## src/core/sync_blank_pkg.sv

```systemverilog
// constants for the blank, border and sync input stage
// assumes an APB master with 32-bit data; registers are 8 bits in the low lane
`default_nettype none
package sync_blank_pkg;
  // register indices; byte address is four times the index
  localparam logic [9:0] IDX_SYNC_CONTROL = 10'h003;
  localparam logic [9:0] IDX_HSYNC_POSITION = 10'h004;
  localparam logic [9:0] IDX_POWER_MANAGEMENT = 10'h005;
  localparam logic [9:0] IDX_DAC_OPERATION = 10'h006;
  localparam logic [9:0] IDX_MISC_CONTROL_ONE = 10'h070;
  localparam logic [9:0] IDX_MISC_CONTROL_TWO = 10'h071;
  localparam logic [9:0] IDX_BORDER_RED = 10'h060;
  localparam logic [9:0] IDX_BORDER_GREEN = 10'h061;
  localparam logic [9:0] IDX_BORDER_BLUE = 10'h062;
  localparam logic [9:0] IDX_STATUS = 10'h080;
  localparam logic [9:0] IDX_SIG_LOW = 10'h081;
  localparam logic [9:0] IDX_SIG_MID = 10'h082;
  localparam logic [9:0] IDX_SIG_HIGH = 10'h083;
  // sync_control fields
  localparam int SC_HSYNC_INV = 0;
  localparam int SC_VSYNC_INV = 1;
  localparam int SC_CSYNC_INV = 2;
  localparam int SC_BYPASS = 3;
  localparam int SC_HFORCE = 4;
  localparam int SC_VFORCE = 6;
  // single-bit fields, hsync position width and reset value of the other registers
  localparam int DAC_SOG = 0;
  localparam int PM_SYNC_OFF = 0;
  localparam int M1_XOR_SYNC = 0;
  localparam int M2_INTERLACE = 0;
  localparam int M2_BYTE_PORT = 1;
  localparam int M2_SIG_ARM = 2;
  localparam int HPOS_WIDTH = 4;
  localparam logic [7:0] REG_RESET = 8'h00;
  // pixel pipeline: input sample plus output register
  localparam int PIPE_DELAY = 2;
  localparam logic [11:0] VBLANK_COUNT_MAX = 12'h800;
  typedef enum logic [1:0]
  {
    FORCE_NONE = 2'b00,
    FORCE_LOW = 2'b01,
    FORCE_HIGH = 2'b10,
    FORCE_HIZ = 2'b11
  } force_e;
  typedef enum logic [1:0]
  {
    SIG_IDLE = 2'b00,
    SIG_WAIT = 2'b01,
    SIG_RUN = 2'b10,
    SIG_DONE = 2'b11
  } sig_state_e;
endpackage
`default_nettype wire

```

## src/core/sync_blank_border_control.sv

```systemverilog
// blank, border and sync input stage of a palette DAC, with APB registers
// assumes blank, border, pixel and cursor inputs are timed to CLK (load clock)
//
// Added by the designer: the APB interface to the registers.
`timescale 1ns/1ns
`default_nettype none
module sync_blank_border_control
(
  input wire logic CLK,
  input wire logic RSTN,
  input wire logic PSEL,
  input wire logic PENABLE,
  input wire logic PWRITE,
  input wire logic [11:0] PADDR,
  input wire logic [31:0] PWDATA,
  output logic [31:0] PRDATA,
  output logic PREADY,
  output logic PSLVERR,
  input wire logic BLANK_N,
  input wire logic EDGE_VS_INTERLACE_SELECT_N,
  input wire logic [23:0] WIDE_PIXEL_PORT,
  input wire logic [7:0] BYTE_PORT,
  input wire logic CURSOR_SHOW,
  input wire logic [23:0] CURSOR_RGB,
  input wire logic HORIZ_COMPOSITE_SYNC_IN_N,
  input wire logic VERT_SYNC_IN_N,
  output logic [7:0] DAC_RED,
  output logic [7:0] DAC_GREEN,
  output logic [7:0] DAC_BLUE,
  output logic SYNC_ON_GREEN,
  output logic HORIZ_SYNC_OUT_N,
  output logic HORIZ_SYNC_OE,
  output logic VERT_SYNC_OUT_N,
  output logic VERT_SYNC_OE,
  output logic FRAME_END,
  output logic ACTIVE_AREA,
  output logic FIELD_ODD
);
  localparam int LINE_LEN = sync_blank_pkg::PIPE_DELAY + 15;

  // register file
  logic [7:0] sync_control_reg;
  logic [7:0] hsync_position_reg;
  logic [7:0] power_management_reg;
  logic [7:0] dac_operation_reg;
  logic [7:0] misc_control_one_reg;
  logic [7:0] misc_control_two_reg;
  logic [7:0] border_red_reg;
  logic [7:0] border_green_reg;
  logic [7:0] border_blue_reg;
  logic [31:0] prdata_reg;
  logic pslverr_reg;

  // sampled inputs
  logic blank_reg;
  logic border_reg;
  logic [23:0] pixel_reg;
  logic cursor_show_reg;
  logic [23:0] cursor_rgb_reg;
  logic [23:0] rgb_next;
  logic [23:0] rgb_reg;
  logic active_reg;
  logic field_reg;

  // vertical blank detection and signature
  logic [11:0] vcount_reg;
  logic [11:0] vcount_next;
  logic frame_end;
  logic frame_end_d_reg;
  logic frame_end_rise;
  sync_blank_pkg::sig_state_e sig_state_reg;
  sync_blank_pkg::sig_state_e sig_state_next;
  logic [23:0] signature_register_reg;

  // sync path
  logic [LINE_LEN-1:0] sync_line_reg;
  logic sync_src;
  logic sync_tap;
  logic hs_pre;
  logic vs_pre;
  logic sync_on_green_enable;
  logic xor_sync;
  logic bypass;
  logic interlace;
  logic sync_off;
  localparam int HPOS_W = sync_blank_pkg::HPOS_WIDTH;
  logic [HPOS_W-1:0] hpos;

  // address match against a register index
  function automatic logic hit(input logic [11:0] addr, input logic [9:0] idx);
    hit = (addr == {idx, 2'b00});
  endfunction

  // output mux for a forced pin
  function automatic logic forced(input logic [1:0] mode, input logic val);
    case (mode)
      sync_blank_pkg::FORCE_LOW: forced = 1'b0;
      sync_blank_pkg::FORCE_HIGH: forced = 1'b1;
      default: forced = val;
    endcase
  endfunction

  assign sync_on_green_enable = dac_operation_reg[sync_blank_pkg::DAC_SOG];
  assign xor_sync = misc_control_one_reg[sync_blank_pkg::M1_XOR_SYNC];
  assign bypass = sync_control_reg[sync_blank_pkg::SC_BYPASS];
  assign interlace = misc_control_two_reg[sync_blank_pkg::M2_INTERLACE];
  assign sync_off = power_management_reg[sync_blank_pkg::PM_SYNC_OFF];
  assign hpos = hsync_position_reg[HPOS_W-1:0];

  // apb writes; zero wait states so a write lands on the access edge
  always_ff @(posedge CLK)
  begin
    if (!RSTN)
    begin
      sync_control_reg <= sync_blank_pkg::REG_RESET;
      hsync_position_reg <= sync_blank_pkg::REG_RESET;
      power_management_reg <= sync_blank_pkg::REG_RESET;
      dac_operation_reg <= sync_blank_pkg::REG_RESET;
      misc_control_one_reg <= sync_blank_pkg::REG_RESET;
      misc_control_two_reg <= sync_blank_pkg::REG_RESET;
      border_red_reg <= sync_blank_pkg::REG_RESET;
      border_green_reg <= sync_blank_pkg::REG_RESET;
      border_blue_reg <= sync_blank_pkg::REG_RESET;
    end
    else if (PSEL && PENABLE && PWRITE)
    begin
      if (hit(PADDR, sync_blank_pkg::IDX_SYNC_CONTROL))
        sync_control_reg <= PWDATA[7:0];
      if (hit(PADDR, sync_blank_pkg::IDX_HSYNC_POSITION))
        hsync_position_reg <= PWDATA[7:0];
      if (hit(PADDR, sync_blank_pkg::IDX_POWER_MANAGEMENT))
        power_management_reg <= PWDATA[7:0];
      if (hit(PADDR, sync_blank_pkg::IDX_DAC_OPERATION))
        dac_operation_reg <= PWDATA[7:0];
      if (hit(PADDR, sync_blank_pkg::IDX_MISC_CONTROL_ONE))
        misc_control_one_reg <= PWDATA[7:0];
      if (hit(PADDR, sync_blank_pkg::IDX_MISC_CONTROL_TWO))
        misc_control_two_reg <= PWDATA[7:0];
      if (hit(PADDR, sync_blank_pkg::IDX_BORDER_RED))
        border_red_reg <= PWDATA[7:0];
      if (hit(PADDR, sync_blank_pkg::IDX_BORDER_GREEN))
        border_green_reg <= PWDATA[7:0];
      if (hit(PADDR, sync_blank_pkg::IDX_BORDER_BLUE))
        border_blue_reg <= PWDATA[7:0];
    end
  end

  // read data captured in the setup cycle, so prdata comes from a flop
  always_ff @(posedge CLK)
  begin
    if (!RSTN)
    begin
      prdata_reg <= 32'h0000_0000;
      pslverr_reg <= 1'b0;
    end
    else if (PSEL && !PENABLE)
    begin
      pslverr_reg <= 1'b0;
      prdata_reg <= 32'h0000_0000;
      if (hit(PADDR, sync_blank_pkg::IDX_SYNC_CONTROL))
        prdata_reg[7:0] <= sync_control_reg;
      else if (hit(PADDR, sync_blank_pkg::IDX_HSYNC_POSITION))
        prdata_reg[7:0] <= hsync_position_reg;
      else if (hit(PADDR, sync_blank_pkg::IDX_POWER_MANAGEMENT))
        prdata_reg[7:0] <= power_management_reg;
      else if (hit(PADDR, sync_blank_pkg::IDX_DAC_OPERATION))
        prdata_reg[7:0] <= dac_operation_reg;
      else if (hit(PADDR, sync_blank_pkg::IDX_MISC_CONTROL_ONE))
        prdata_reg[7:0] <= misc_control_one_reg;
      else if (hit(PADDR, sync_blank_pkg::IDX_MISC_CONTROL_TWO))
        prdata_reg[7:0] <= misc_control_two_reg;
      else if (hit(PADDR, sync_blank_pkg::IDX_BORDER_RED))
        prdata_reg[7:0] <= border_red_reg;
      else if (hit(PADDR, sync_blank_pkg::IDX_BORDER_GREEN))
        prdata_reg[7:0] <= border_green_reg;
      else if (hit(PADDR, sync_blank_pkg::IDX_BORDER_BLUE))
        prdata_reg[7:0] <= border_blue_reg;
      else if (hit(PADDR, sync_blank_pkg::IDX_STATUS))
        prdata_reg[3:0] <= {sig_state_reg, active_reg, frame_end};
      else if (hit(PADDR, sync_blank_pkg::IDX_SIG_LOW))
        prdata_reg[7:0] <= signature_register_reg[7:0];
      else if (hit(PADDR, sync_blank_pkg::IDX_SIG_MID))
        prdata_reg[7:0] <= signature_register_reg[15:8];
      else if (hit(PADDR, sync_blank_pkg::IDX_SIG_HIGH))
        prdata_reg[7:0] <= signature_register_reg[23:16];
      else
        pslverr_reg <= 1'b1; // unmapped index
    end
  end

  assign PRDATA = prdata_reg;
  assign PREADY = 1'b1;
  assign PSLVERR = pslverr_reg && PSEL && PENABLE;

  // first pipeline stage: latch controls and data on the load clock
  always_ff @(posedge CLK)
  begin
    if (!RSTN)
    begin
      blank_reg <= 1'b0;
      border_reg <= 1'b0;
      pixel_reg <= 24'h00_0000;
      cursor_show_reg <= 1'b0;
      cursor_rgb_reg <= 24'h00_0000;
    end
    else
    begin
      blank_reg <= BLANK_N;
      border_reg <= EDGE_VS_INTERLACE_SELECT_N;
      if (misc_control_two_reg[sync_blank_pkg::M2_BYTE_PORT])
        pixel_reg <= {3{BYTE_PORT}};
      else
        pixel_reg <= WIDE_PIXEL_PORT;
      cursor_show_reg <= CURSOR_SHOW;
      cursor_rgb_reg <= CURSOR_RGB;
    end
  end

  // colour select in priority order: blanking, border unless interlaced, cursor, pixel
  always_comb
  begin
    if (!blank_reg)
      rgb_next = 24'h00_0000;
    else if (!interlace && !border_reg)
      rgb_next = {border_red_reg, border_green_reg, border_blue_reg};
    else if (cursor_show_reg)
      rgb_next = cursor_rgb_reg;
    else
      rgb_next = pixel_reg;
  end

  // second stage: output register and area flags
  always_ff @(posedge CLK)
  begin
    if (!RSTN)
    begin
      rgb_reg <= 24'h00_0000;
      active_reg <= 1'b0;
      field_reg <= 1'b0;
    end
    else
    begin
      rgb_reg <= rgb_next;
      active_reg <= blank_reg && (interlace || border_reg);
      field_reg <= interlace && border_reg;
    end
  end

  assign DAC_RED = rgb_reg[23:16];
  assign DAC_GREEN = rgb_reg[15:8];
  assign DAC_BLUE = rgb_reg[7:0];
  assign ACTIVE_AREA = active_reg;
  assign FIELD_ODD = field_reg;

  // pixel count inside blanking, saturating at the end-of-frame count
  always_comb
  begin
    if (blank_reg)
      vcount_next = 12'h000;
    else if (vcount_reg == sync_blank_pkg::VBLANK_COUNT_MAX)
      vcount_next = vcount_reg;
    else
      vcount_next = vcount_reg + 12'h001;
  end

  always_ff @(posedge CLK)
  begin
    if (!RSTN)
    begin
      vcount_reg <= 12'h000;
      frame_end_d_reg <= 1'b0;
    end
    else
    begin
      vcount_reg <= vcount_next;
      frame_end_d_reg <= frame_end;
    end
  end

  // held until the counter clears when blanking ends
  assign frame_end = (vcount_reg == sync_blank_pkg::VBLANK_COUNT_MAX);
  assign frame_end_rise = frame_end && !frame_end_d_reg;
  assign FRAME_END = frame_end;

  // signature arms, waits for a frame end, runs one frame, then holds
  always_comb
  begin
    sig_state_next = sig_state_reg;
    case (sig_state_reg)
      sync_blank_pkg::SIG_IDLE:
        if (misc_control_two_reg[sync_blank_pkg::M2_SIG_ARM])
          sig_state_next = sync_blank_pkg::SIG_WAIT;
      sync_blank_pkg::SIG_WAIT:
        if (frame_end_rise)
          sig_state_next = sync_blank_pkg::SIG_RUN;
      sync_blank_pkg::SIG_RUN:
        if (frame_end_rise)
          sig_state_next = sync_blank_pkg::SIG_DONE;
      default:
        sig_state_next = sig_state_reg;
    endcase
    if (!misc_control_two_reg[sync_blank_pkg::M2_SIG_ARM])
      sig_state_next = sync_blank_pkg::SIG_IDLE;
  end

  // border pixels count too, since only blanking gates the accumulation
  always_ff @(posedge CLK)
  begin
    if (!RSTN)
    begin
      sig_state_reg <= sync_blank_pkg::SIG_IDLE;
      signature_register_reg <= 24'h00_0000;
    end
    else
    begin
      sig_state_reg <= sig_state_next;
      if (sig_state_reg == sync_blank_pkg::SIG_WAIT)
        signature_register_reg <= 24'h00_0000;
      else if (sig_state_reg == sync_blank_pkg::SIG_RUN && blank_reg)
        signature_register_reg <= {signature_register_reg[22:0],
          signature_register_reg[23] ^ signature_register_reg[22]} ^ rgb_next;
    end
  end

  // sync delay line; the one source picks synthetic or received sync
  assign sync_src = xor_sync ? (HORIZ_COMPOSITE_SYNC_IN_N ^ VERT_SYNC_IN_N)
                             : HORIZ_COMPOSITE_SYNC_IN_N;

  // power bit freezes the line rather than gating a clock
  always_ff @(posedge CLK)
  begin
    if (!RSTN)
      sync_line_reg <= {LINE_LEN{1'b1}};
    else if (!sync_off)
      sync_line_reg <= {sync_line_reg[LINE_LEN-2:0], sync_src};
  end

  // tap matches the two pixel stages plus the position offset
  assign sync_tap = sync_line_reg[(sync_blank_pkg::PIPE_DELAY - 1) + int'(hpos)];

  // green injection while composite sync is low
  assign SYNC_ON_GREEN = sync_on_green_enable && !(sync_tap ^ sync_control_reg[sync_blank_pkg::SC_CSYNC_INV]);

  // hsync source; raw pin paths bypass the sampler on purpose
  always_comb
  begin
    if (sync_on_green_enable)
      hs_pre = HORIZ_COMPOSITE_SYNC_IN_N;
    else if (xor_sync)
      hs_pre = sync_tap;
    else if (bypass)
      hs_pre = HORIZ_COMPOSITE_SYNC_IN_N;
    else
      hs_pre = sync_tap;
    hs_pre = hs_pre ^ sync_control_reg[sync_blank_pkg::SC_HSYNC_INV];
  end

  assign vs_pre = VERT_SYNC_IN_N ^ sync_control_reg[sync_blank_pkg::SC_VSYNC_INV];

  // force and high-impedance controls per pin
  assign HORIZ_SYNC_OUT_N = forced(sync_control_reg[sync_blank_pkg::SC_HFORCE +: 2], hs_pre);
  assign HORIZ_SYNC_OE = (sync_control_reg[sync_blank_pkg::SC_HFORCE +: 2] != sync_blank_pkg::FORCE_HIZ);
  assign VERT_SYNC_OUT_N = forced(sync_control_reg[sync_blank_pkg::SC_VFORCE +: 2], vs_pre);
  assign VERT_SYNC_OE = (sync_control_reg[sync_blank_pkg::SC_VFORCE +: 2] != sync_blank_pkg::FORCE_HIZ);
endmodule // sync_blank_border_control
`default_nettype wire

```

## config.mk

```make
export PLATFORM = sky130hd
export DESIGN_NAME = sync_blank_border_control
export DESIGN_NICKNAME = d
export VERILOG_FILES = /design/src/core/sync_blank_pkg.sv /design/src/core/sync_blank_border_control.sv
export SDC_FILE = /design/constraint.sdc
export NUM_CORES = 1
export LEC_CHECK = 0
export BUFFER_PORTS_ARGS = -buffer_cell sky130_fd_sc_hd__clkbuf_2
export CORE_UTILIZATION = 30
export CTS_BUF_LIST = sky130_fd_sc_hd__clkbuf_2 sky130_fd_sc_hd__clkbuf_4 sky130_fd_sc_hd__clkbuf_8
export DETAILED_ROUTE_END_ITERATION = 6
export HOLD_SLACK_MARGIN = 0.15
export SLEW_MARGIN = 40
export SYNTH_ARGS = -nofsm -noshare
export SYNTH_HDL_FRONTEND = slang
export SYNTH_SLANG_ARGS = --single-unit
```

## constraint.sdc

```tcl
create_clock -name CLK -period 3.1 [get_ports CLK]
set_clock_uncertainty 0.1 [all_clocks]
set_input_delay 0.465 -clock CLK [delete_from_list [all_inputs] [get_ports CLK]]
set_output_delay 0.465 -clock CLK [all_outputs]
set_load 0.05 [all_outputs]
```

---- Word level (Yosys, flattened, before mapping) ----
Cells that the tools add are included.
operators by class
  reduce and logical (&&, ||, !) cells .... 32
  multiply operators ...................... 0
  $lt $le $gt $ge ......................... 1
  equal/unequal tests ..................... 24
  shifts and indexed selects .............. 0
  div/mod/pow operators ................... 0
  mux-type cells .......................... 43
  $add $sub $neg .......................... 2
  bitwise gates (word level) .............. 7
operators by type and width
  cell                     number
  $mux W24                 4
  $mux W8                  12
  $eq A12 B9 Y1 const B    5
  $eq A12 B10 Y1 const B   4
  $eq A12 B5 Y1 const B    3
  $xor A24 B24 Y24         1
  $reduce_and A2 Y1        10
  $mux W1                  19
  $add A12 B1 Y12 const B  1
  $eq A12 B12 Y1 const B   1
  $eq A12 B4 Y1 const B    1
  $logic_and A1 B1 Y1      11
  $mux W4                  2
  $ne A2 B2 Y1 const B     4
  $eq A2 B1 Y1 const B     3
  $eq A2 B2 Y1 const B     3
  $lt A5 B6 Y1 const B     1
  $pmux W2 S3              1
  $add A1 B4 Y5 const A    1
  $bmux W1 S5              1
  $logic_not A1 Y1         5
  $xor A1 B1 Y1            5
  $mux W2                  2
  $pmux W1 S2              2
  6 further kinds          7
word-level totals
  bits in registers ....................... 214
  ROM bits ................................ 0
  latch bits .............................. 0
  input bits .............................. 110
  memory bits (writable) .................. 0
  logic and storage cells ................. 133
  memories kept ........................... 0
  output and inout bits ................... 66

---- Depth between registers and ports, before layout ----
Gate-level depths: netlist (run 1).
  depth in word-level cells ............... 14
  mapped depth ............................ 10
  gate-level depth less buffers ........... 9

---- Least setup slack after synthesis (run 1) ----
Ideal clock, no wire load.
  kind .................................... flip-flop to output port
  start point ............................. register hsync_position_reg[1]
  end point ............................... output HORIZ_SYNC_OUT_N
  setup slack ............................. -0.411 ns
  required time ........................... 2.535 ns
  stages on the path, launching flop included .. 10
  buffers on the path ..................... 1
  data arrival time ....................... 2.946 ns
  path through ............................ dfxtp_1 ha_1 clkbuf_1 mux4_2 nor3b_1 o31ai_1 nand4_1 mux2i_1 xor2_1 a21oi_1
on the way
  cells in the longest elaborated chain, start to end .. 9
RTL lines
  element                                         line                              RTL
  from (decl)                                     sync_blank_border_control.sv:43   logic [7:0] hsync_position_reg;
  from (signal assigned)                          sync_blank_border_control.sv:116  hsync_position_reg <= sync_blank_pkg::REG_RESET;
  from (signal assigned)                          sync_blank_border_control.sv:130  hsync_position_reg <= PWDATA[7:0];
  $add A1 B4 Y5 (*)                               sync_blank_border_control.sv:339  assign sync_tap = sync_line_reg[(sync_blank_pkg::PIPE_DELAY - 1) + int'(hpos)];
  $bmux W1 S5 (*)                                 sync_blank_border_control.sv:339
  $mux W1 (implied by the code) (*) (2 in a row)  sync_blank_border_control.sv:339
  $mux W1                                         sync_blank_border_control.sv:351  else if (bypass)
  $mux W1 (*)                                     sync_blank_border_control.sv:349  else if (xor_sync)
  $mux W1 (*)                                     sync_blank_border_control.sv:347  if (sync_on_green_enable)
  $xor A1 B1 Y1 (*)                               sync_blank_border_control.sv:355  hs_pre = hs_pre ^ sync_control_reg[sync_blank_pkg::SC_HSYNC_INV];
  $pmux W1 S2 (*)                                 sync_blank_border_control.sv:96   case (mode)
  to (decl)                                       sync_blank_border_control.sv:31   output logic HORIZ_SYNC_OUT_N,
Every way passes the cells marked *; elsewhere a longest branch is shown, timed or not. The select of a mux whose other input is x is not followed.

---- Worst setup path in the final report (run 1) ----
  start point ............................. register hsync_position_reg[0]
  end point ............................... output HORIZ_SYNC_OUT_N
The elaborated chain is that of the path after synthesis.

==> results of run 1 <==
layout make-up:
| class | count | area, sq um |
|---|---|---|
| multi-input cells | 890 | 5010 |
| clock inverters | 9 | 98.8 |
| inverters | 18 | 67.6 |
| flip-flops and latches | 214 | 4290 |
| diodes | 1 | 2.50 |
| clock buffers | 57 | 741 |
| repair buffers | 234 | 1640 |
| well taps | 402 | 503 |
| fillers | 3129 | 19300 |
routing by layer:
layer	share of wire (%)	routed length (um)	track usage [%]
met3	6.6	2100	3.19
met1	46	14900	26.8
met4	3.1	991	6.75
met2	44	14000	29.6
met5	0	0	0
cell usage after synthesis (all sizes together) (8+ instances only):
master / instances
nand2: 244
mux2i: 48
and3: 11
nand3: 21
and2: 55
o21ai: 59
clkbuf: 54
dfxtp: 214
nor2: 89
ha: 11
inv: 18
nor3: 21
nand4: 8
xnor2: 31
mux4: 8
or3: 11
buf: 39
a21oi: 150
nand2b: 29
through the flow:
step | instances | setup TNS (ns)
2_1_floorplan | 1215 | 0
3_3_place_gp | 1690 | 0
3_5_place_dp | 1690 | 0
4_1_cts | 1824 | -0.674
5_1_grt | 1825 | -0.874
6_report | 1825 | -0.615
cell families after synthesis:
kind of cell    after synthesis  synth area share, %
simple gates                507                 24.1
compound gates              251                 14.3
flops                       214                 44.3
buf+inv                     111                 5.30
mux                          59                 7.17
xor+xnor                     37                 3.35
fa+ha+maj                    11                 1.42
other cells                   2               0.0776
worst min-delay path, stage by stage:
cell and delay [ns]:
clkbuf_2 0.08, nand2_1 0.13, a21oi_1 0.12
placed cells by master, fill, tap and decap left out, types with 5 or more instances in the layout:
cell,n
xor2_1,6
o211ai_1,7
nor2_1,89
dlygate4sd3_1,68
nand4_1,8
buf_4,39
xnor2_1,30
o21ai_1,6
nor3_1,19
and3_1,11
and2_1,54
nand2_1,244
a22oi_1,6
ha_1,10
o21ai_0,53
inv_1,17
mux4_2,8
or3_1,10
clkbuf_8,50
dfxtp_1,212
nand2b_1,28
nand3_1,21
clkbuf_4,7
clkinv_2,5
mux2i_1,48
a21oi_1,149
clkbuf_2,124
conb_1,25
power by group:
part / total [mW] / switching, mW / leakage (nW) / internal (mW)
combinational: 0.517 / 0.331 / 2.52 / 0.186
sequential: 2.82 / 0.0194 / 1.74 / 2.80
clock: 2.85 / 1.21 / 0.446 / 1.63
total: 6.18 / 1.56 / 4.71 / 4.62
worst paths after layout:
| check | to | slack [ns] | cells after the start |
|---|---|---|---|
| setup / recovery | HORIZ_SYNC_OUT_N | -0.35 | 9 |
| hold / removal | pixel_reg[18] | 0.19 | 3 |
| setup reg to reg | PRDATA[0] | 0.59 | 9 |
| hold reg to reg | dac_operation_reg[4] | 0.35 | 2 |
timing repair:
item,in CTS,in global routing
resized for setup,9,2
endpoints found under the hold margin,51,0
endpoints found under the setup margin,2,2
hold buffers,68,0
pin swaps,2,3
==> results.txt, run 1 <==
----------------------------------------------------
[Run status]
  Run status ... finished with violations
  Failing checks ... setup timing

[Clocking]
  Number of H-tree levels ... 2
  Clock input transition at the sequential cells of the worst setup and hold paths ... 0.06 ns
  Num CTS Buffers ... 38
  Skew-Pair Late Insertion Delay ... 0.57 ns
  Clock buffer depth ... 3
  CTS tree ... done
  Buffer cell driving the clock tree root ... clkbuf_8
  CTS Sinks ... 214
  Setup Fix Bufs, Post-CTS ... 0

[Timing]
  Share of the cycle needed by the critical path after routing ... 111%
  Relative slew slack ... 45.5%
  Post-route minimum period ... 3.45 ns
  Unrepaired setup endpoints after global routing ... yes
  Endpoints failing hold ... 0
  Max Transition Viols Final ... 0
  Number of setup violations in the final report ... 2
  Actual slew at the worst max-slew pin ... 0.818 ns
  PnR worst setup slack ... -0.353 ns
  Max Clk Rate ... 290 MHz
  Hold slack final ... 0.188 ns

[Logic synthesis]
  Number of instances in the synthesized netlist ... 1192
  Fraction of registers with async set/reset ... 0%
  Biggest area contributors in the synthesized netlist ... dfxtp_1, nand2_1, a21oi_1
  Mean area per synthesized cell ... 8.12 sq um
  Post-synthesis instance area ... 9680 sq um
  Number of synthesized register bits ... 214
  Yosys top cell area share ... 44.3%
  Prevailing post-synth register cell ... dfxtp_1
  Sequential element share of the synthesized area ... 44.3%
  Number of distinct standard cells referenced by the synthesized netlist ... 60
  Synth area leader ... dfxtp_1
  Yosys warnings ... 0
  Number of flops mapped to enable cells by yosys ... 0

[Final layout]
  Share of post-route cells with drive strength above 1 ... 18.3%
  Final #Nets ... 1517
  Final non-filler cell area ... 12400 sq um
  Layout-stage area growth over the synthesis result ... 27.6%
  End-of-flow core utilization ... 39.0%

[Worst setup path]
  Req. time, crit path ... 2.53 ns
  Cell family contributing the most delay on the critical path ... multiplexers
  Buffers plus inverters on the worst setup path ... 1
  Critical path endpoint category ... primary output
  Data arrival at the endpoint of the critical path ... 2.89 ns
  WS Path Type ... reg2out
  Critical path peak fanout ... 4
  Stage delay of the slowest cell on the critical path ... 0.49 ns
  Slowest CP cell ... mux4_2
  CP Cell Sequence ... ha_4 > mux4_2 > nor3b_1 > o31ai_1 > nand4_1 > mux2i_1 > xor2_1 > a21oi_4 > buf_8
  Worst setup path startpoint ... hsync_position_reg[0]
  Beginning of the worst register-to-register path ... vcount_reg[0]
  Critical path launch point type ... flip-flop

[Detailed routing]
  Router iterations before antenna repair ... 5
  Antenna viol nets, final ... 0
  First DRT Iteration DRCs ... 817
  Total wire length ... 32000 um
  Wire length per cell after detailed routing ... 17.5 um
  Via-per-instance ratio ... 5.01
  Via count ... 9137
  Remaining DRCs ... 0

[Floorplan]
  Count of pins on the block boundary ... 176
  Die Outline Area ... 33000 sq um
  Horiz. Die Dim ... 182 um
  Area inside the core boundary ... 31600 sq um
  Vertical die dimension ... 182 um
  Number of cell rows ... 65
  Initial cell density of the core ... 30.6%

[Place]
  Final HPWL from detailed placement ... 22500 um
  Gpl congestion ... 0.906
  Post-Place Setup Slack ... 0.0251 ns
  IO Port Bufs ... 126
  Cell Area, Placed ... 10800 sq um

[Global route]
  Number of global-route vias before repair ... 8709
  Wire length of the first global-routing pass ... 49300 um
  Antenna violations before repair ... 1
  Total congestion overflow after global routing ... 0
  Pin count of the biggest net entering global routing ... 75
  Global-route total usage across every layer ... 19.2%

[Hold path]
  Source of the worst hold timing path ... BYTE_PORT[2]
  Min-Delay Path Class ... in2reg

[Power and ir drop]
  Leakage power summed over all cells ... 4.71 nW
  Maximum VDD drop ... 0.201 mV
  Power Density ... 500 nW/um^2
  Total power of the final layout ... 6.18 mW

[Job]
  Max Cap Violations ... 0

----------------------------------------------------
No activity file was read; power rests on OpenSTA's default activity.
==> run 2: changes to the inputs <==
--- a/constraint.sdc
+++ b/constraint.sdc
@@ -4,2 +4,2 @@
 set_output_delay 0.465 -clock CLK [all_outputs]
-set_load 0.05 [all_outputs]
+set_load 0.1 [all_outputs]
==> run 2 against run 1 <==
Against the previous run: the flow still finishes with violations (setup timing); core utilization rose by 0.21 points; die area did not move; global-route usage rose by 0.071 points; non-clock buffer count rose by 3; critical path depth rose by 2; sequential power barely moved; hold slack got worse by 0.011 ns; clock-buffer cell count rose by 4; cell count rose by 0.22%; flip-flop and latch count did not move; sequential share of layout area fell by 0.19 points; highest routed layer is now met5.
==> results.txt, run 2 (synthesis results as in run 1) <==
----------------------------------------------------
[Run status]
  Run status ... finished with violations
  Failing checks ... setup timing

[Worst setup path]
  Critical path launch point type ... flip-flop
  Data arrival at the endpoint of the critical path ... 2.97 ns
  CP Cell Sequence ... ha_4 > buf_4 > buf_4 > mux4_2 > nand3_2 > a211o_1 > nand4_1 > mux2i_1 > xor2_1 > a21oi_4 > buf_12
  Stage delay of the slowest cell on the critical path ... 0.53 ns
  Cell seen most often among critical-path stages ... buf_4
  Critical path peak fanout ... 4
  Slowest CP cell ... mux4_2
  Buffers plus inverters on the worst setup path ... 3
  Critical path endpoint category ... primary output
  Req. time, crit path ... 2.53 ns
  WS Path Type ... reg2out
  Cell family contributing the most delay on the critical path ... multiplexers

[Detailed routing]
  Antenna viol nets, final ... 0
  Total wire length ... 32000 um
  Via-per-instance ratio ... 4.99
  Remaining DRCs ... 0
  First DRT Iteration DRCs ... 639
  Wire length per cell after detailed routing ... 17.5 um
  Router iterations before antenna repair ... 6
  Via count ... 9119

[Floorplan]
  Number of cell rows ... 65
  Count of pins on the block boundary ... 176
  Die Outline Area ... 33000 sq um
  Vertical die dimension ... 182 um
  Area inside the core boundary ... 31600 sq um
  Horiz. Die Dim ... 182 um
  Initial cell density of the core ... 30.6%

[Timing]
  Post-route minimum period ... 3.53 ns
  Number of setup violations in the final report ... 2
  Actual slew at the worst max-slew pin ... 0.752 ns
  Share of the cycle needed by the critical path after routing ... 114%
  Unrepaired setup endpoints after global routing ... yes
  Max Clk Rate ... 283 MHz
  Relative slew slack ... 49.8%
  Hold slack final ... 0.177 ns
  PnR worst setup slack ... -0.432 ns
  Endpoints failing hold ... 0
  Max Transition Viols Final ... 0

[Place]
  Final HPWL from detailed placement ... 22900 um
  Gpl congestion ... 0.930
  IO Port Bufs ... 126

[Final layout]
  Most frequent standard cell in the layout excluding fill and tap cells ... nand2_1
  Number of diodes ... 0
  Final #Nets ... 1521
  Share of post-route cells with drive strength above 1 ... 18.9%
  End-of-flow core utilization ... 39.3%
  Layout-stage area growth over the synthesis result ... 28.3%
  Commonest cells after routing, fill and taps aside ... nand2_1, dfxtp_1, a21oi_1, clkbuf_2, nor2_1
  Layout fillers ... 3191

[Clocking]
  CTS Sinks ... 214
  Buffer cell driving the clock tree root ... clkbuf_8
  Skew-Pair Late Insertion Delay ... 0.56 ns
  Clock buffer depth ... 3
  Number of H-tree levels ... 2
  Clock input transition at the sequential cells of the worst setup and hold paths ... 0.06 ns
  Num CTS Buffers ... 39
  CTS tree ... done

[Power and ir drop]
  Leakage power summed over all cells ... 4.74 nW
  Total power of the final layout ... 6.25 mW
  Maximum VDD drop ... 0.216 mV
  Power Density ... 503 nW/um^2

[Global route]
  Global-route total usage across every layer ... 19.2%
  Antenna violations before repair ... 1
  Pin count of the biggest net entering global routing ... 52
  Total congestion overflow after global routing ... 0
  Number of global-route vias before repair ... 8652
  Wire length of the first global-routing pass ... 49200 um

[Job]
  Max Cap Violations ... 0

[Hold path]
  Min-Delay Path Class ... in2reg

----------------------------------------------------
-- run 2: cell types whose count changed in the layout (fill, tap and decap cells not counted), sizes merged, moves of 2 or more --
cell and delta:
clkbuf +4, clkinv -2, dlygate4sd3 -2, buf +5
clkinvlp +2
-- run 2: area by class of cell --
class	instances	area [sq um]	share of cell area, %
tap	402	503	4.05
clock buffer	61	783	6.31
timing repair buffer	237	1690	13.6
inverter	18	67.6	0.544
sequential	214	4290	34.5
clock inverter	7	55.1	0.443
multi-input combinational	890	5030	40.5
-- run 2: tightest hold or removal path: stages --
cell and delay [ns]:
clkbuf_2 0.08, nand2_1 0.13, a21oi_1 0.10
-- run 2: routing by layer --
layer | wire length (um) | GRT usage, %
met4 | 1050 | 7.76
met3 | 2290 | 4.01
met2 | 14000 | 29.3
met5 | 12 | 0
met1 | 14700 | 26.3
-- run 2: through the flow --
stage / TNS, ns / cell area [sq um] / setup WS (ns) / instances
after global routing: -1.01 / 12400 / -0.563 / 1829
final: -0.767 / 12400 / -0.432 / 1829
after global placement: 0 / 10900 / 0.00969 / 1694
after detailed placement: -0.0154 / 10900 / -0.0154 / 1694
after CTS: -0.842 / 12400 / -0.480 / 1828
after floorplan: -0.236 / 9780 / -0.236 / 1215
-- run 2: what timing repair did --
action,in CTS,in global routing
hold buffers,66,0
setup buffers,0,1
setup endpoints to repair,2,2
hold endpoints to repair,51,0
resized for setup,7,5
pin swaps,3,6
-- run 2: final timing paths --
| path | cells past startpoint | end | from | slack, ns |
|---|---|---|---|---|
| min reg2reg | 2 | power_management_reg[2] | power_management_reg[2] | 0.35 |
| max reg2reg | 9 | PRDATA[0] | vcount_reg[0] | 0.84 |
| max | 11 | HORIZ_SYNC_OUT_N | hsync_position_reg[0] | -0.43 |
| min | 3 | pixel_reg[9] | BYTE_PORT[1] | 0.18 |
-- run 2: power by group --
group	total, mW	switching, mW	internal, mW	leakage [nW]
sequential	2.82	0.0210	2.80	1.74
combinational	0.615	0.422	0.193	2.56
clock	2.81	1.20	1.61	0.439
==> run 3: changes to the inputs <==
CORE_MARGIN = 1   (was not set)
REMOVE_ABC_BUFFERS = 1   (was not set)
==> run 3 against run 2 <==
Against the previous run: the run still ends with setup timing left; flip-flop and latch count did not move; sequential share of layout area fell by 0.16 points; register-to-register slack got worse by 0.08 ns; global-route usage fell by 1.4 points; via count fell by 2.0%; critical endpoint unchanged; largest power group is now clock.
==> results.txt, run 3 (synthesis results as in run 1) <==
----------------------------------------------------
[Run status]
  Failing checks ... setup timing
  Run status ... finished with violations

[Floorplan]
  Vertical die dimension ... 182 um
  Count of pins on the block boundary ... 176
  Initial cell density of the core ... 30.6%
  Area inside the core boundary ... 31600 sq um
  Horiz. Die Dim ... 182 um
  Die Outline Area ... 33000 sq um
  Number of cell rows ... 65

[Timing]
  Unrepaired setup endpoints after global routing ... yes
  Endpoints failing hold ... 0
  Relative slew slack ... 62.0%
  Max Transition Viols Final ... 0
  Actual slew at the worst max-slew pin ... 0.573 ns
  Max Clk Rate ... 287 MHz
  Post-route minimum period ... 3.48 ns
  Number of setup violations in the final report ... 2
  Share of the cycle needed by the critical path after routing ... 112%
  PnR worst setup slack ... -0.379 ns

[Global route]
  Number of global-route vias before repair ... 8756
  Wire length of the first global-routing pass ... 46500 um
  Antenna violations before repair ... 1
  Global-route total usage across every layer ... 17.8%
  Total congestion overflow after global routing ... 0
  Pin count of the biggest net entering global routing ... 99

[Worst setup path]
  Setup slack, reg-to-reg ... 0.76 ns
  Req. time, crit path ... 2.53 ns
  Data arrival at the endpoint of the critical path ... 2.91 ns
  WS Path Type ... reg2out
  Critical path endpoint category ... primary output
  Endpoint of the most critical setup path ... HORIZ_SYNC_OUT_N
  Worst setup path startpoint ... hsync_position_reg[0]
  Beginning of the worst register-to-register path ... vcount_reg[0]
  Worst reg2reg endpoint ... PRDATA[0]
  Critical path peak fanout ... 5
  Path depth of the worst reg2reg path ... 9
  Critical path launch point type ... flip-flop

[Detailed routing]
  Via-per-instance ratio ... 4.87
  Via count ... 8938
  First DRT Iteration DRCs ... 625
  Total wire length ... 29800 um
  Antenna viol nets, final ... 0
  Wire length per cell after detailed routing ... 16.2 um
  Router iterations before antenna repair ... 7
  Remaining DRCs ... 0

[Clocking]
  Clock buffer depth ... 3
  Setup Fix Bufs, Post-CTS ... 0
  CTS Sinks ... 214
  CTS tree ... done
  Buffer cell driving the clock tree root ... clkbuf_8
  Num CTS Buffers ... 40
  Number of H-tree levels ... 2
  Skew-Pair Late Insertion Delay ... 0.55 ns
  Clock input transition at the sequential cells of the worst setup and hold paths ... 0.05 ns

[Power and ir drop]
  Sw power ... 1.63 mW
  Combinational share of power ... 9.6%
  Switching portion of total power ... 25.8%
  Maximum VDD drop ... 0.228 mV
  Sequential Power Share ... 44.6%
  Power Density ... 506 nW/um^2
  Int Power ... 4.69 mW
  Clk pwr share ... 45.8%
  Leakage power summed over all cells ... 4.78 nW

[Place]
  Gpl congestion ... 0.928
  Final HPWL from detailed placement ... 20900 um
  IO Port Bufs ... 126
  Cell Area, Placed ... 10800 sq um

[Final layout]
  Number of diodes ... 0
  Share of post-route cells with drive strength above 1 ... 18.7%
  Commonest cells after routing, fill and taps aside ... nand2_1, dfxtp_1, a21oi_1, clkbuf_2, nor2_1
  Final #Nets ... 1529
  Most frequent standard cell in the layout excluding fill and tap cells ... nand2_1
  Final non-filler cell area ... 12500 sq um
  End-of-flow core utilization ... 39.4%
  Layout-stage area growth over the synthesis result ... 28.9%

[Job]
  Max Cap Violations ... 0

[Hold path]
  Min-Delay Path Class ... in2reg

----------------------------------------------------
-- run 3: cell types whose count changed in the layout (fill, tap and decap cells not counted), sizes merged --
cell | before | now
clkinvlp | 2 | 0
clkbuf | 185 | 188
bufinv | 0 | 1
buf | 47 | 45
dlygate4sd3 | 66 | 75
inv | 19 | 20
clkinv | 4 | 2
-- run 3: metal layers --
metal	vias to the layer above	GRT usage [%]	share of wire [%]	wire [um]
met1	4183	21.7	43	12800
met4	2	7.93	3.8	1130
li1	4408	-	-	-
met3	80	3.35	5.1	1530
met5	-	0	0.040	12
met2	265	30.6	48	14300
-- run 3: power by group through the flow --
stage | sequential, mW | clock [mW] | combinational, mW
3_5_place_dp | 2.88 | 0 | 0.534
4_1_cts | 2.82 | 2.97 | 0.607
6_report | 2.82 | 2.89 | 0.609
3_3_place_gp | 2.88 | 0 | 0.532
2_1_floorplan | 2.92 | 0 | 0.284
5_1_grt | 2.82 | 3.10 | 0.648
-- run 3: how the worst min path moves through the flow --
stage	depth (start not counted)	slack [ns]	startpoint	end
final	4	0.20	HORIZ_COMPOSITE_SYNC_IN_N	sync_line_reg[0]
after global routing	4	0.22	HORIZ_COMPOSITE_SYNC_IN_N	sync_line_reg[0]
after CTS	4	0.18	HORIZ_COMPOSITE_SYNC_IN_N	sync_line_reg[0]
after detailed placement	2	0.34	power_management_reg[5]	power_management_reg[5]
after global placement	2	0.34	hsync_position_reg[5]	hsync_position_reg[5]
after floorplan	2	0.33	misc_control_two_reg[6]	misc_control_two_reg[6]
-- run 3: area by class of cell --
class,count,area [sq um]
fill,3199,19200
multi-input combinational,890,5020
sequential,214,4290
timing repair buffer,244,1750
clock buffer,64,787
tap,402,503
inverter,18,67.6
clock inverter,5,62.6
-- run 3: repair_timing --
action,CTS,global route
pin swaps,5,5
cloned,0,0
hold buffers,75,0
endpoints found under the hold margin,51,0
endpoints found under the setup margin,2,2
resized for setup,8,3
-- run 3: worst max-delay path, stage by stage (launching register included) --
cell and delay [ns]:
dfxtp_2 0.33, ha_4 0.30, mux4_2 0.50, nor3b_4 0.17, o31ai_2 0.21, nand4_1 0.17, mux2i_1 0.21, xor2_1 0.10
a21oi_2 0.19, buf_12 0.19
-- run 3: per-stage QoR --
stage	setup TNS (ns)	worst slack [ns]	cells	power [mW]	hold WS, ns
after CTS	-0.789	-0.428	1837	6.39	0.181
final	-0.676	-0.379	1837	6.32	0.205
after global placement	-0.0362	-0.0362	1693	3.41	0.337
after floorplan	-1.27	-1.06	1122	3.20	0.327
after global routing	-0.925	-0.524	1837	6.56	0.217
after detailed placement	-0.0833	-0.0833	1693	3.41	0.342
